File: src/rtl/lucl_pkg.sv
package lucl_pkg;

    // number of monitored live conditions
    localparam int NCOND = 3;

    // register byte offsets on the bus, one aligned word each
    localparam logic [3:0] OFF_LIVE = 4'h0;  // present level of the conditions
    localparam logic [3:0] OFF_LATCH = 4'h4; // latched change bits, clear on read
    localparam logic [3:0] OFF_MASK = 4'h8;  // interrupt enable, same layout as the latch
    localparam logic [3:0] OFF_CTRL = 4'hc;  // line mode control

    // bit positions inside the low byte, shared by live, latch and mask
    localparam int BIT_DRV = 6;  // transmit drive monitor
    localparam int BIT_FIFO = 5; // fifo limit
    localparam int BIT_LOOP = 3; // network loop-code detection

    // control register field
    localparam int BIT_SINGLE_RAIL = 0;

    // implemented bits of each register
    localparam logic [7:0] FIELD_MASK = 8'h68;
    localparam logic [7:0] CTRL_MASK = 8'h01;

    // reset values
    localparam logic [NCOND-1:0] RST_LATCH = 3'h0;
    localparam logic [NCOND-1:0] RST_MASK = 3'h0;
    localparam logic RST_SINGLE_RAIL = 1'b0;
    localparam logic [31:0] RST_RDATA = 32'h0000_0000;

    // slave answers one cycle after it takes the request
    localparam int ACK_LATENCY = 1;

endpackage : lucl_pkg

File: src/rtl/lucl_chg_if.sv
`timescale 1ns/100ps
// live condition levels toward the change detector and its toggle pulses back
interface lucl_chg_if;
    logic [lucl_pkg::NCOND-1:0] live; // index 2 drive, 1 fifo, 0 loop
    logic [lucl_pkg::NCOND-1:0] chg;  // high while live differs from last sample

    // detector side
    modport det (
        input live,
        output chg
    );

    // register core side
    modport core (
        output live,
        input chg
    );
endinterface : lucl_chg_if

File: src/rtl/lucl_change_det.sv
`timescale 1ns/100ps
module lucl_change_det (
    // clock, reset, enable
    input wire logic ref_clk,
    input wire logic arst_n,
    input wire logic ce,
    // live levels in, toggle pulses out
    lucl_chg_if.det chg_bus
);

    logic [lucl_pkg::NCOND-1:0] prev_ff; // level seen at the last enabled edge
    logic prime_ff;                      // set once prev_ff holds a real sample

    // a condition that is already high out of reset is not a change: wait one sample
    assign chg_bus.chg = prime_ff ? (chg_bus.live ^ prev_ff) : '0;

    // sample the live levels on every enabled edge
    always_ff @(posedge ref_clk or negedge arst_n) begin
        if (!arst_n) begin
            prev_ff <= '0;
            prime_ff <= 1'b0;
        end else if (ce) begin
            prev_ff <= chg_bus.live;
            prime_ff <= 1'b1;
        end
    end
endmodule : lucl_change_det

File: src/rtl/lucl_top.sv
// The placing of the registers and the Wishbone interface to the registers are this design's own decisions.
`timescale 1ns/100ps
module lucl_top #(
    parameter int ADDR_W = 4 // byte address bits decoded
) (
    // clock, reset, enable
    input wire logic ref_clk,
    input wire logic arst_n,
    input wire logic ce,
    // classic wishbone slave
    input wire logic wb_cyc,
    input wire logic wb_stb,
    input wire logic wb_we,
    input wire logic [ADDR_W-1:0] wb_adr,
    input wire logic [3:0] wb_sel,
    input wire logic [31:0] wb_dat_w,
    output logic [31:0] wb_dat_r,
    output logic wb_ack,
    // live conditions from the line interface unit
    input wire logic drive_monitor_live_status,
    input wire logic fifo_limit_live_status,
    input wire logic loop_code_live_status,
    // interrupt toward the host
    output logic irq
);

    // latched change bits, index 2 drive, 1 fifo, 0 loop
    logic [lucl_pkg::NCOND-1:0] line_unit_change_latch_ff;
    logic [lucl_pkg::NCOND-1:0] nxt_line_unit_change_latch;
    // interrupt enable bits, same layout as the latch
    logic [lucl_pkg::NCOND-1:0] mask_ff;
    logic [lucl_pkg::NCOND-1:0] nxt_mask;
    // line mode: change capture runs only in single rail mode
    logic single_rail_ff;
    logic nxt_single_rail;
    // bus answer registers
    logic ack_ff;
    logic [31:0] rdata_ff;
    logic [31:0] nxt_rdata;

    // packs three condition bits into their byte positions
    function automatic logic [7:0] to_reg(input logic [lucl_pkg::NCOND-1:0] v);
        logic [7:0] r;
        // unused positions stay zero
        r = 8'h00;
        r[lucl_pkg::BIT_DRV] = v[2];
        r[lucl_pkg::BIT_FIFO] = v[1];
        r[lucl_pkg::BIT_LOOP] = v[0];
        return r;
    endfunction : to_reg

    // picks the three condition bits back out of a byte
    function automatic logic [lucl_pkg::NCOND-1:0] from_reg(input logic [7:0] r);
        return {r[lucl_pkg::BIT_DRV], r[lucl_pkg::BIT_FIFO], r[lucl_pkg::BIT_LOOP]};
    endfunction : from_reg

    // change detector sits behind its own carrier
    // the detector owns its sample register; this module only reads the pulses
    lucl_chg_if chg_bus ();

    // live levels packed for the detector and for the live register
    assign chg_bus.live = {drive_monitor_live_status, fifo_limit_live_status,
                           loop_code_live_status};

    // the detector runs on the same enable so a toggle during a freeze stays on chg and is latched once ce rises
    lucl_change_det u_det (
        .ref_clk (ref_clk),
        .arst_n (arst_n),
        .ce (ce),
        .chg_bus (chg_bus)
    );

    // request decode: taken on the first enabled cycle, before ack goes out
    // the !ack_ff term stops a held request from being taken a second time
    // while its answer is on the bus; the master drops cyc on that same edge
    // exact match on the whole byte address, so an unaligned access hits nothing
    wire take = wb_cyc && wb_stb && !ack_ff && ce;
    wire take_rd = take && !wb_we;
    wire take_wr = take && wb_we && wb_sel[0]; // every field lives in byte lane 0
    wire hit_live = (wb_adr == ADDR_W'(lucl_pkg::OFF_LIVE));
    wire hit_latch = (wb_adr == ADDR_W'(lucl_pkg::OFF_LATCH));
    wire hit_mask = (wb_adr == ADDR_W'(lucl_pkg::OFF_MASK));
    wire hit_ctrl = (wb_adr == ADDR_W'(lucl_pkg::OFF_CTRL));

    // capture gate: changes outside single rail mode are meaningless and dropped
    // a limitation: a toggle seen while the mode is off is never reported later
    wire [lucl_pkg::NCOND-1:0] set_vec = chg_bus.chg & {lucl_pkg::NCOND{single_rail_ff}};

    // clear sources: a read of the latch clears all, a write of ones clears chosen bits
    // a zero written to a latch bit leaves it alone, so one flag can be cleared
    wire rd_clear = take_rd && hit_latch;
    wire [lucl_pkg::NCOND-1:0] wr_clear =
        (take_wr && hit_latch) ? from_reg(wb_dat_w[7:0]) : '0;
    wire [lucl_pkg::NCOND-1:0] clr_vec = rd_clear ? '1 : wr_clear;

    // set wins over clear so a change landing on the read cycle is kept for next read
    assign nxt_line_unit_change_latch =
        (line_unit_change_latch_ff & ~clr_vec) | set_vec;

    // mask and mode registers follow plain writes
    // writes land on the taking edge, a cycle before the ack is seen
    assign nxt_mask = (take_wr && hit_mask) ? from_reg(wb_dat_w[7:0]) : mask_ff;
    assign nxt_single_rail = (take_wr && hit_ctrl) ?
        wb_dat_w[lucl_pkg::BIT_SINGLE_RAIL] : single_rail_ff;

    // read selection; unused and reserved bits, and unmapped offsets, read zero
    // the live byte is a plain view of the pins, so a read never disturbs it
    wire [7:0] live_byte = to_reg(chg_bus.live);
    wire [7:0] latch_byte = to_reg(line_unit_change_latch_ff) & lucl_pkg::FIELD_MASK;
    wire [7:0] mask_byte = to_reg(mask_ff);
    wire [7:0] ctrl_byte = {7'h00, single_rail_ff} & lucl_pkg::CTRL_MASK;
    wire [7:0] rd_byte = hit_live ? live_byte :
                         hit_latch ? latch_byte :
                         hit_mask ? mask_byte :
                         hit_ctrl ? ctrl_byte : 8'h00;
    // read data is captured with the old latch value, the clear lands on the same edge
    assign nxt_rdata = take_rd ? {24'h00_0000, rd_byte} : rdata_ff;

    // latched change bits come out of reset empty
    // ce low holds the latch; a change shows once the detector runs again
    always_ff @(posedge ref_clk or negedge arst_n) begin
        if (!arst_n) begin
            line_unit_change_latch_ff <= lucl_pkg::RST_LATCH;
        end else if (ce) begin
            line_unit_change_latch_ff <= nxt_line_unit_change_latch;
        end
    end

    // software control registers
    // both are plain read-write fields with no side effect on read
    always_ff @(posedge ref_clk or negedge arst_n) begin
        if (!arst_n) begin
            mask_ff <= lucl_pkg::RST_MASK;
            single_rail_ff <= lucl_pkg::RST_SINGLE_RAIL;
        end else if (ce) begin
            mask_ff <= nxt_mask;
            single_rail_ff <= nxt_single_rail;
        end
    end

    // bus answer: one wait state, ack is a single-cycle pulse per request
    // rdata only moves on a taken read, so a late sample of it still holds
    always_ff @(posedge ref_clk or negedge arst_n) begin
        if (!arst_n) begin
            ack_ff <= 1'b0;
            rdata_ff <= lucl_pkg::RST_RDATA;
        end else if (ce) begin
            ack_ff <= take;
            rdata_ff <= nxt_rdata;
        end
    end

    // outputs straight from the answer flops, no logic after them
    assign wb_ack = ack_ff;
    assign wb_dat_r = rdata_ff;

    // level interrupt while any enabled change bit is held
    // it stays high until the flag is read or cleared, or its mask bit drops
    assign irq = |(line_unit_change_latch_ff & mask_ff);

    // answer latency, taken from the shared constants
    localparam int ACK_LO = lucl_pkg::ACK_LATENCY; // ack arrives one cycle after the take
    localparam int ACK_HI = lucl_pkg::ACK_LATENCY;
endmodule : lucl_top

File: config.mk
export PLATFORM = sky130hd
export DESIGN_NAME = lucl_top
export DESIGN_NICKNAME = d
export VERILOG_FILES = /design/src/rtl/lucl_pkg.sv /design/src/rtl/lucl_chg_if.sv /design/src/rtl/lucl_change_det.sv /design/src/rtl/lucl_top.sv
export SDC_FILE = /design/constraint.sdc
export NUM_CORES = 1
export LEC_CHECK = 0
export ABC_AREA = 0
export BUFFER_PORTS_ARGS = -buffer_cell sky130_fd_sc_hd__buf_4
export CORE_AREA = 3 3 56 58
export DETAILED_ROUTE_END_ITERATION = 6
export DIE_AREA = 0 0 59 61
export PLACE_DENSITY = 0.78
export SLEW_MARGIN = 20
export SYNTH_ARGS = -nofsm -noshare
export SYNTH_HDL_FRONTEND = slang
export SYNTH_SLANG_ARGS = --single-unit
File: constraint.sdc
create_clock -name ref_clk -period 2.3 [get_ports ref_clk]
set_clock_uncertainty 0.2 [all_clocks]
set_input_delay 0.23 -clock ref_clk [delete_from_list [all_inputs] [get_ports ref_clk]]
set_output_delay 0.23 -clock ref_clk [all_outputs]
set_load 0.1 [all_outputs]
# Word-level counts from Yosys, hierarchy flattened
# Index checks and enable logic that the tools add are counted.
[totals]
ff_bits = 20
inputBits = 49
output_inout_bits = 34
word_cells = 40
[op_classes]
eq_ne = 3
muxes = 7
bitwise = 6
n_reduce_logical = 17
[ops]
columns = ["cell", "count"]
rows = [
  ["$mux 7", 3],
  ["$logic_and 1x1->1", 10],
  ["$and 3x3->3", 3],
  ["$mux 3", 3],
  ["$eq 4x4->1 const B", 2],
  ["$reduce_and 2->1", 3],
  ["$eq 4x3->1 const B", 1],
  ["$logic_not 4->1", 1],
  ["$not 3->3", 1],
  ["$or 3x3->3", 1],
  ["$reduce_or 3->1", 1],
  ["$xor 3x3->3", 1],
  ["$logic_not 1->1", 2],
  ["$mux 1", 1],
]

# Logic depth before layout (Yosys ltp)
[logic_depth]
ltp_word = 11
mapped_depth = 4

# Modules after synthesis
# A second synthesis with hierarchy kept.
[hier_totals]
hier_cells = 103
hier_area_um2 = 1071.0
[modules_own_cells]
columns = ["mod", "instances", "cells_per_inst", "area_each_um2"]
rows = [
  ["lucl_top", 1, 89, 885.8],
  ["lucl_change_det", 1, 14, 185.2],
]

# Worst setup path after synthesis
# OpenSTA, ideal clock, no wires.
[synth_timing]
path_type = "register to register"
startpoint = "register ack_ff (netlist: wb_ack)"
endpoint = "register mask_ff[0] (netlist name)"
setup_ns = 0.125
arrival_time_ns = 1.830
required_time_ns = 1.975
slack_ns = 0.145
path_stages_with_launch = 4
cell_sequence = "dfrtp_1 nand4b_1 nor4_4 mux2_2"
[synth_between]
elab_chain_len = 7
[synth_lines]
columns = ["item", "line", "rtl"]
rows = [
  ["start: declaration", "lucl_top.sv:37", "logic ack_ff;"],
  ["start signal: assignment", "lucl_top.sv:148", "ack_ff <= take;"],
  ["$logic_not 1->1", "lucl_top.sv:77", "wire take = wb_cyc && wb_stb && !ack_ff && ce;"],
  ["$logic_and 1x1->1 (2 in series)", "lucl_top.sv:77", ""],
  ["$logic_and 1x1->1 (2 in series)", "lucl_top.sv:79", "wire take_wr = take && wb_we && wb_sel[0];"],
  ["$logic_and 1x1->1", "lucl_top.sv:102", "assign nxt_mask = (take_wr && hit_mask) ? from_reg(wb_dat_w[7:0]) : mask_ff;"],
  ["$reduce_and 2->1 (no line)", "--", ""],
  ["end signal: assignment", "lucl_top.sv:133", "mask_ff <= lucl_pkg::RST_MASK;"],
  ["end signal: assignment", "lucl_top.sv:136", "mask_ff <= nxt_mask;"],
  ["end: declaration", "lucl_top.sv:31", "logic [lucl_pkg::NCOND-1:0] mask_ff;"],
]
# Every way passes these cells.
# A chain may end at the register's enable or synchronous reset.

# Worst setup path after layout
[layout_timing]
startpoint = "input port ce"
endpoint = "register single_rail_ff"
[layout_between]
elab_chain_len = 5
[layout_lines]
columns = ["item", "line", "rtl"]
rows = [
  ["start: declaration", "lucl_top.sv:9", "input wire logic ce,"],
  ["$logic_and 1x1->1", "lucl_top.sv:77", ""],
  ["$logic_and 1x1->1 (2 in series)", "lucl_top.sv:79", ""],
  ["$logic_and 1x1->1", "lucl_top.sv:103", "assign nxt_single_rail = (take_wr && hit_ctrl) ?"],
  ["$reduce_and 2->1 (no line) *", "--", ""],
  ["end signal: assignment", "lucl_top.sv:134", "single_rail_ff <= lucl_pkg::RST_SINGLE_RAIL;"],
  ["end signal: assignment", "lucl_top.sv:137", "single_rail_ff <= nxt_single_rail;"],
  ["end: declaration", "lucl_top.sv:34", "logic single_rail_ff;"],
]
# Mark *: on every way between the ends. The rest lies on a longest branch, timed or not.

==> reports/qor.yml <==
grt_pass1_wl_mm: 3.47
drt_first_iter_violations: 12
hold_viol_final: 0
grt_start_max_net_pins: 17
min_period_ns: 2.06
synth-seq-area-share: 0.386
antenna_found_initial: 0
core_mm2: 0.00271
synth.distinct_cells: 24
arrival_ns: 2.04
globalRouteOverflowTotal: 0
ios: 83
fin_crit_sh: 0.896
rows: 19
first_global_vias: 765
via_count: 815
path_class: "in -> reg"
wire_per_inst_um: 12.7
holdCritPathClass: "in -> reg"
die_height_um: 61
cts.sinks: 16
ys_ff_latch: 16
finalMaxSlewViolations: 0
tightest_slew_ns: 0.599
placed_area_mm2: 0.00114
wl_mm: 2.11
cp_max_fo: 10
antenna_left: 0
dp_hpwl_mm: 1.65
rsz0062_at_grt: "no"
power_leakage_nw: 0.625
setup-violations-final: 0
final_cell_mix: "28 x conb_1, 24 x buf_4, 16 x dfrtp_1"
finalWorstSetupSlack_ns: 0.239
slew_headroom: 0.597
num-fill-cells: 242
cts.path.max_buffers: 2
ir_drop_mv: 0.497
drive_above_1_share: 0.281
cp_data_required_time_ns: 2.28
final_area_mm2: 0.00127
syn2layout_area_growth_pct: 22.7
start_kind: "primary input"
syn-instance-count: 101
clock.fmax_ghz: 0.485
cts-root-buf: "clkbuf_4"
end_kind: "register"
final_common_cell: "conb_1"
drv_cap: 0
drt_pass1_iterations: 4
power_density_mw_per_mm2: 775
netlist_area_mm2: 0.00104
outcome: "complete, no violations"
clk_pin_slew_ns: 0.09
initial_utilization: 0.383
fin_setup_tns_ns: 0
antennaDiodeCount: 0
die_w_um: 59
grtUsageTotal: 0.129
cts_buffers: 3
place_ws_ns: 0.384
synth_area_per_cell_um2: 10.3
drc: 0
die_area_mm2: 0.00360
htree_levels: 1
synth_warnings: 0
io_buffers: 23
clk_latency_ns: 0.28
nets: 185
gp_congestion: 0.818
routed_via_density: 4.91
cts_tree: "built"
[worst max-delay path, cell delays in order]
cell	delay, ns
dlygate4sd3_1	0.53
buf_4	0.15
nand4b_1	0.20
buf_4	0.24
nor4_1	0.33
mux2_2	0.37
[kinds of logic (layout without fill, tap and decap cells)]
logic type,count (synthesis),count (layout),synth area share
simple gates,18,18,0.140
other cells,1,28,0.00361
compound gates,22,22,0.146
buf+inv,34,41,0.224
xor+xnor,3,3,0.0253
flops,16,16,0.386
mux,7,7,0.0759
[final timing paths]
kind	from	endpoint	cells after the start	slack [ns]
worst max register to register	wb_ack	single_rail_ff	4	0.37
worst min-delay path	wb_adr[3]	wb_dat_r[0]	3	0.09
worst max-delay path	ce	single_rail_ff	6	0.24
max in group asynchronous	arst_n	wb_dat_r[0]	2	1.59
min in group asynchronous	arst_n	wb_ack	2	0.13
worst min register to register	u_det.prime_ff	u_det.prime_ff	1	0.28
[registers in the layout (all words and copies together), names as in the netlist]
| signal | count |
|---|---|
| single_rail_ff | 1 |
| wb_dat_r | 4 |
| mask_ff | 3 |
| u_det.prime_ff | 1 |
| u_det.prev_ff | 3 |
| wb_ack | 1 |
| line_unit_change_latch_ff | 3 |
[area by class of cell]
| type | instances | area (um2) | share of cell area |
|---|---|---|---|
| well taps | 31 | 38.8 | 0.0305 |
| clock buffers | 4 | 36.3 | 0.0285 |
| repair buffers | 34 | 280 | 0.220 |
| inverters | 3 | 11.3 | 0.00884 |
| flip-flops and latches | 16 | 400 | 0.314 |
| multi-input cells | 78 | 507 | 0.398 |
[through the flow]
step	hold WS [ns]	util	power [mW]	std cells
floorplan	-0.266	-	0.753	128
global placement	-0.104	0.420	0.791	152
detailed placement	-0.101	0.420	0.797	152
CTS	0.0871	0.470	0.995	166
global route	0.0721	0.470	1.03	166
finish	0.0949	0.470	0.987	166
[cells in the mapped netlist, drive strengths merged]
master,number,area (um2)
a2bb2oi,3,26.3
or2,1,6.26
xnor2,3,26.3
o21ai,8,40.0
or3b,1,11.3
inv,3,11.3
or4b,1,10.0
o31ai,4,30.0
dfrtp,16,400
conb,1,3.75
nor2,2,7.51
a222oi,1,10.0
nand2,1,3.75
buf,28,210
mux2,7,78.8
nand3,1,5.00
a211oi,3,22.5
nand4b,1,8.76
clkbuf,3,11.3
and3b,6,52.6
nand4,1,6.26
a21boi,3,22.5
nor4,3,33.8
[per-layer routing]
metal  wire length (um)  vias up  track usage
li1                   -      377            -
met1                791      378        0.153
met2               1080       56        0.216
met3                193        4       0.0277
met4                 39        0       0.0744
met5                  0        -            0
[power breakdown]
group	switching [mW]	internal (mW)	leakage, nW
logic	0.370	0.0899	0.402
registers	0.0269	0.319	0.201
clock network	0.0851	0.0964	0.0210
total	0.482	0.505	0.625
[timing repair]
item                                    in CTS  in global routing
setup buffers                                0                  0
hold buffers                                10                  0
gates resized for setup                      0                  0
hold endpoints to repair                    25                  0
endpoints found under the setup margin       0                  0
(Power assumes the default switching activity.)
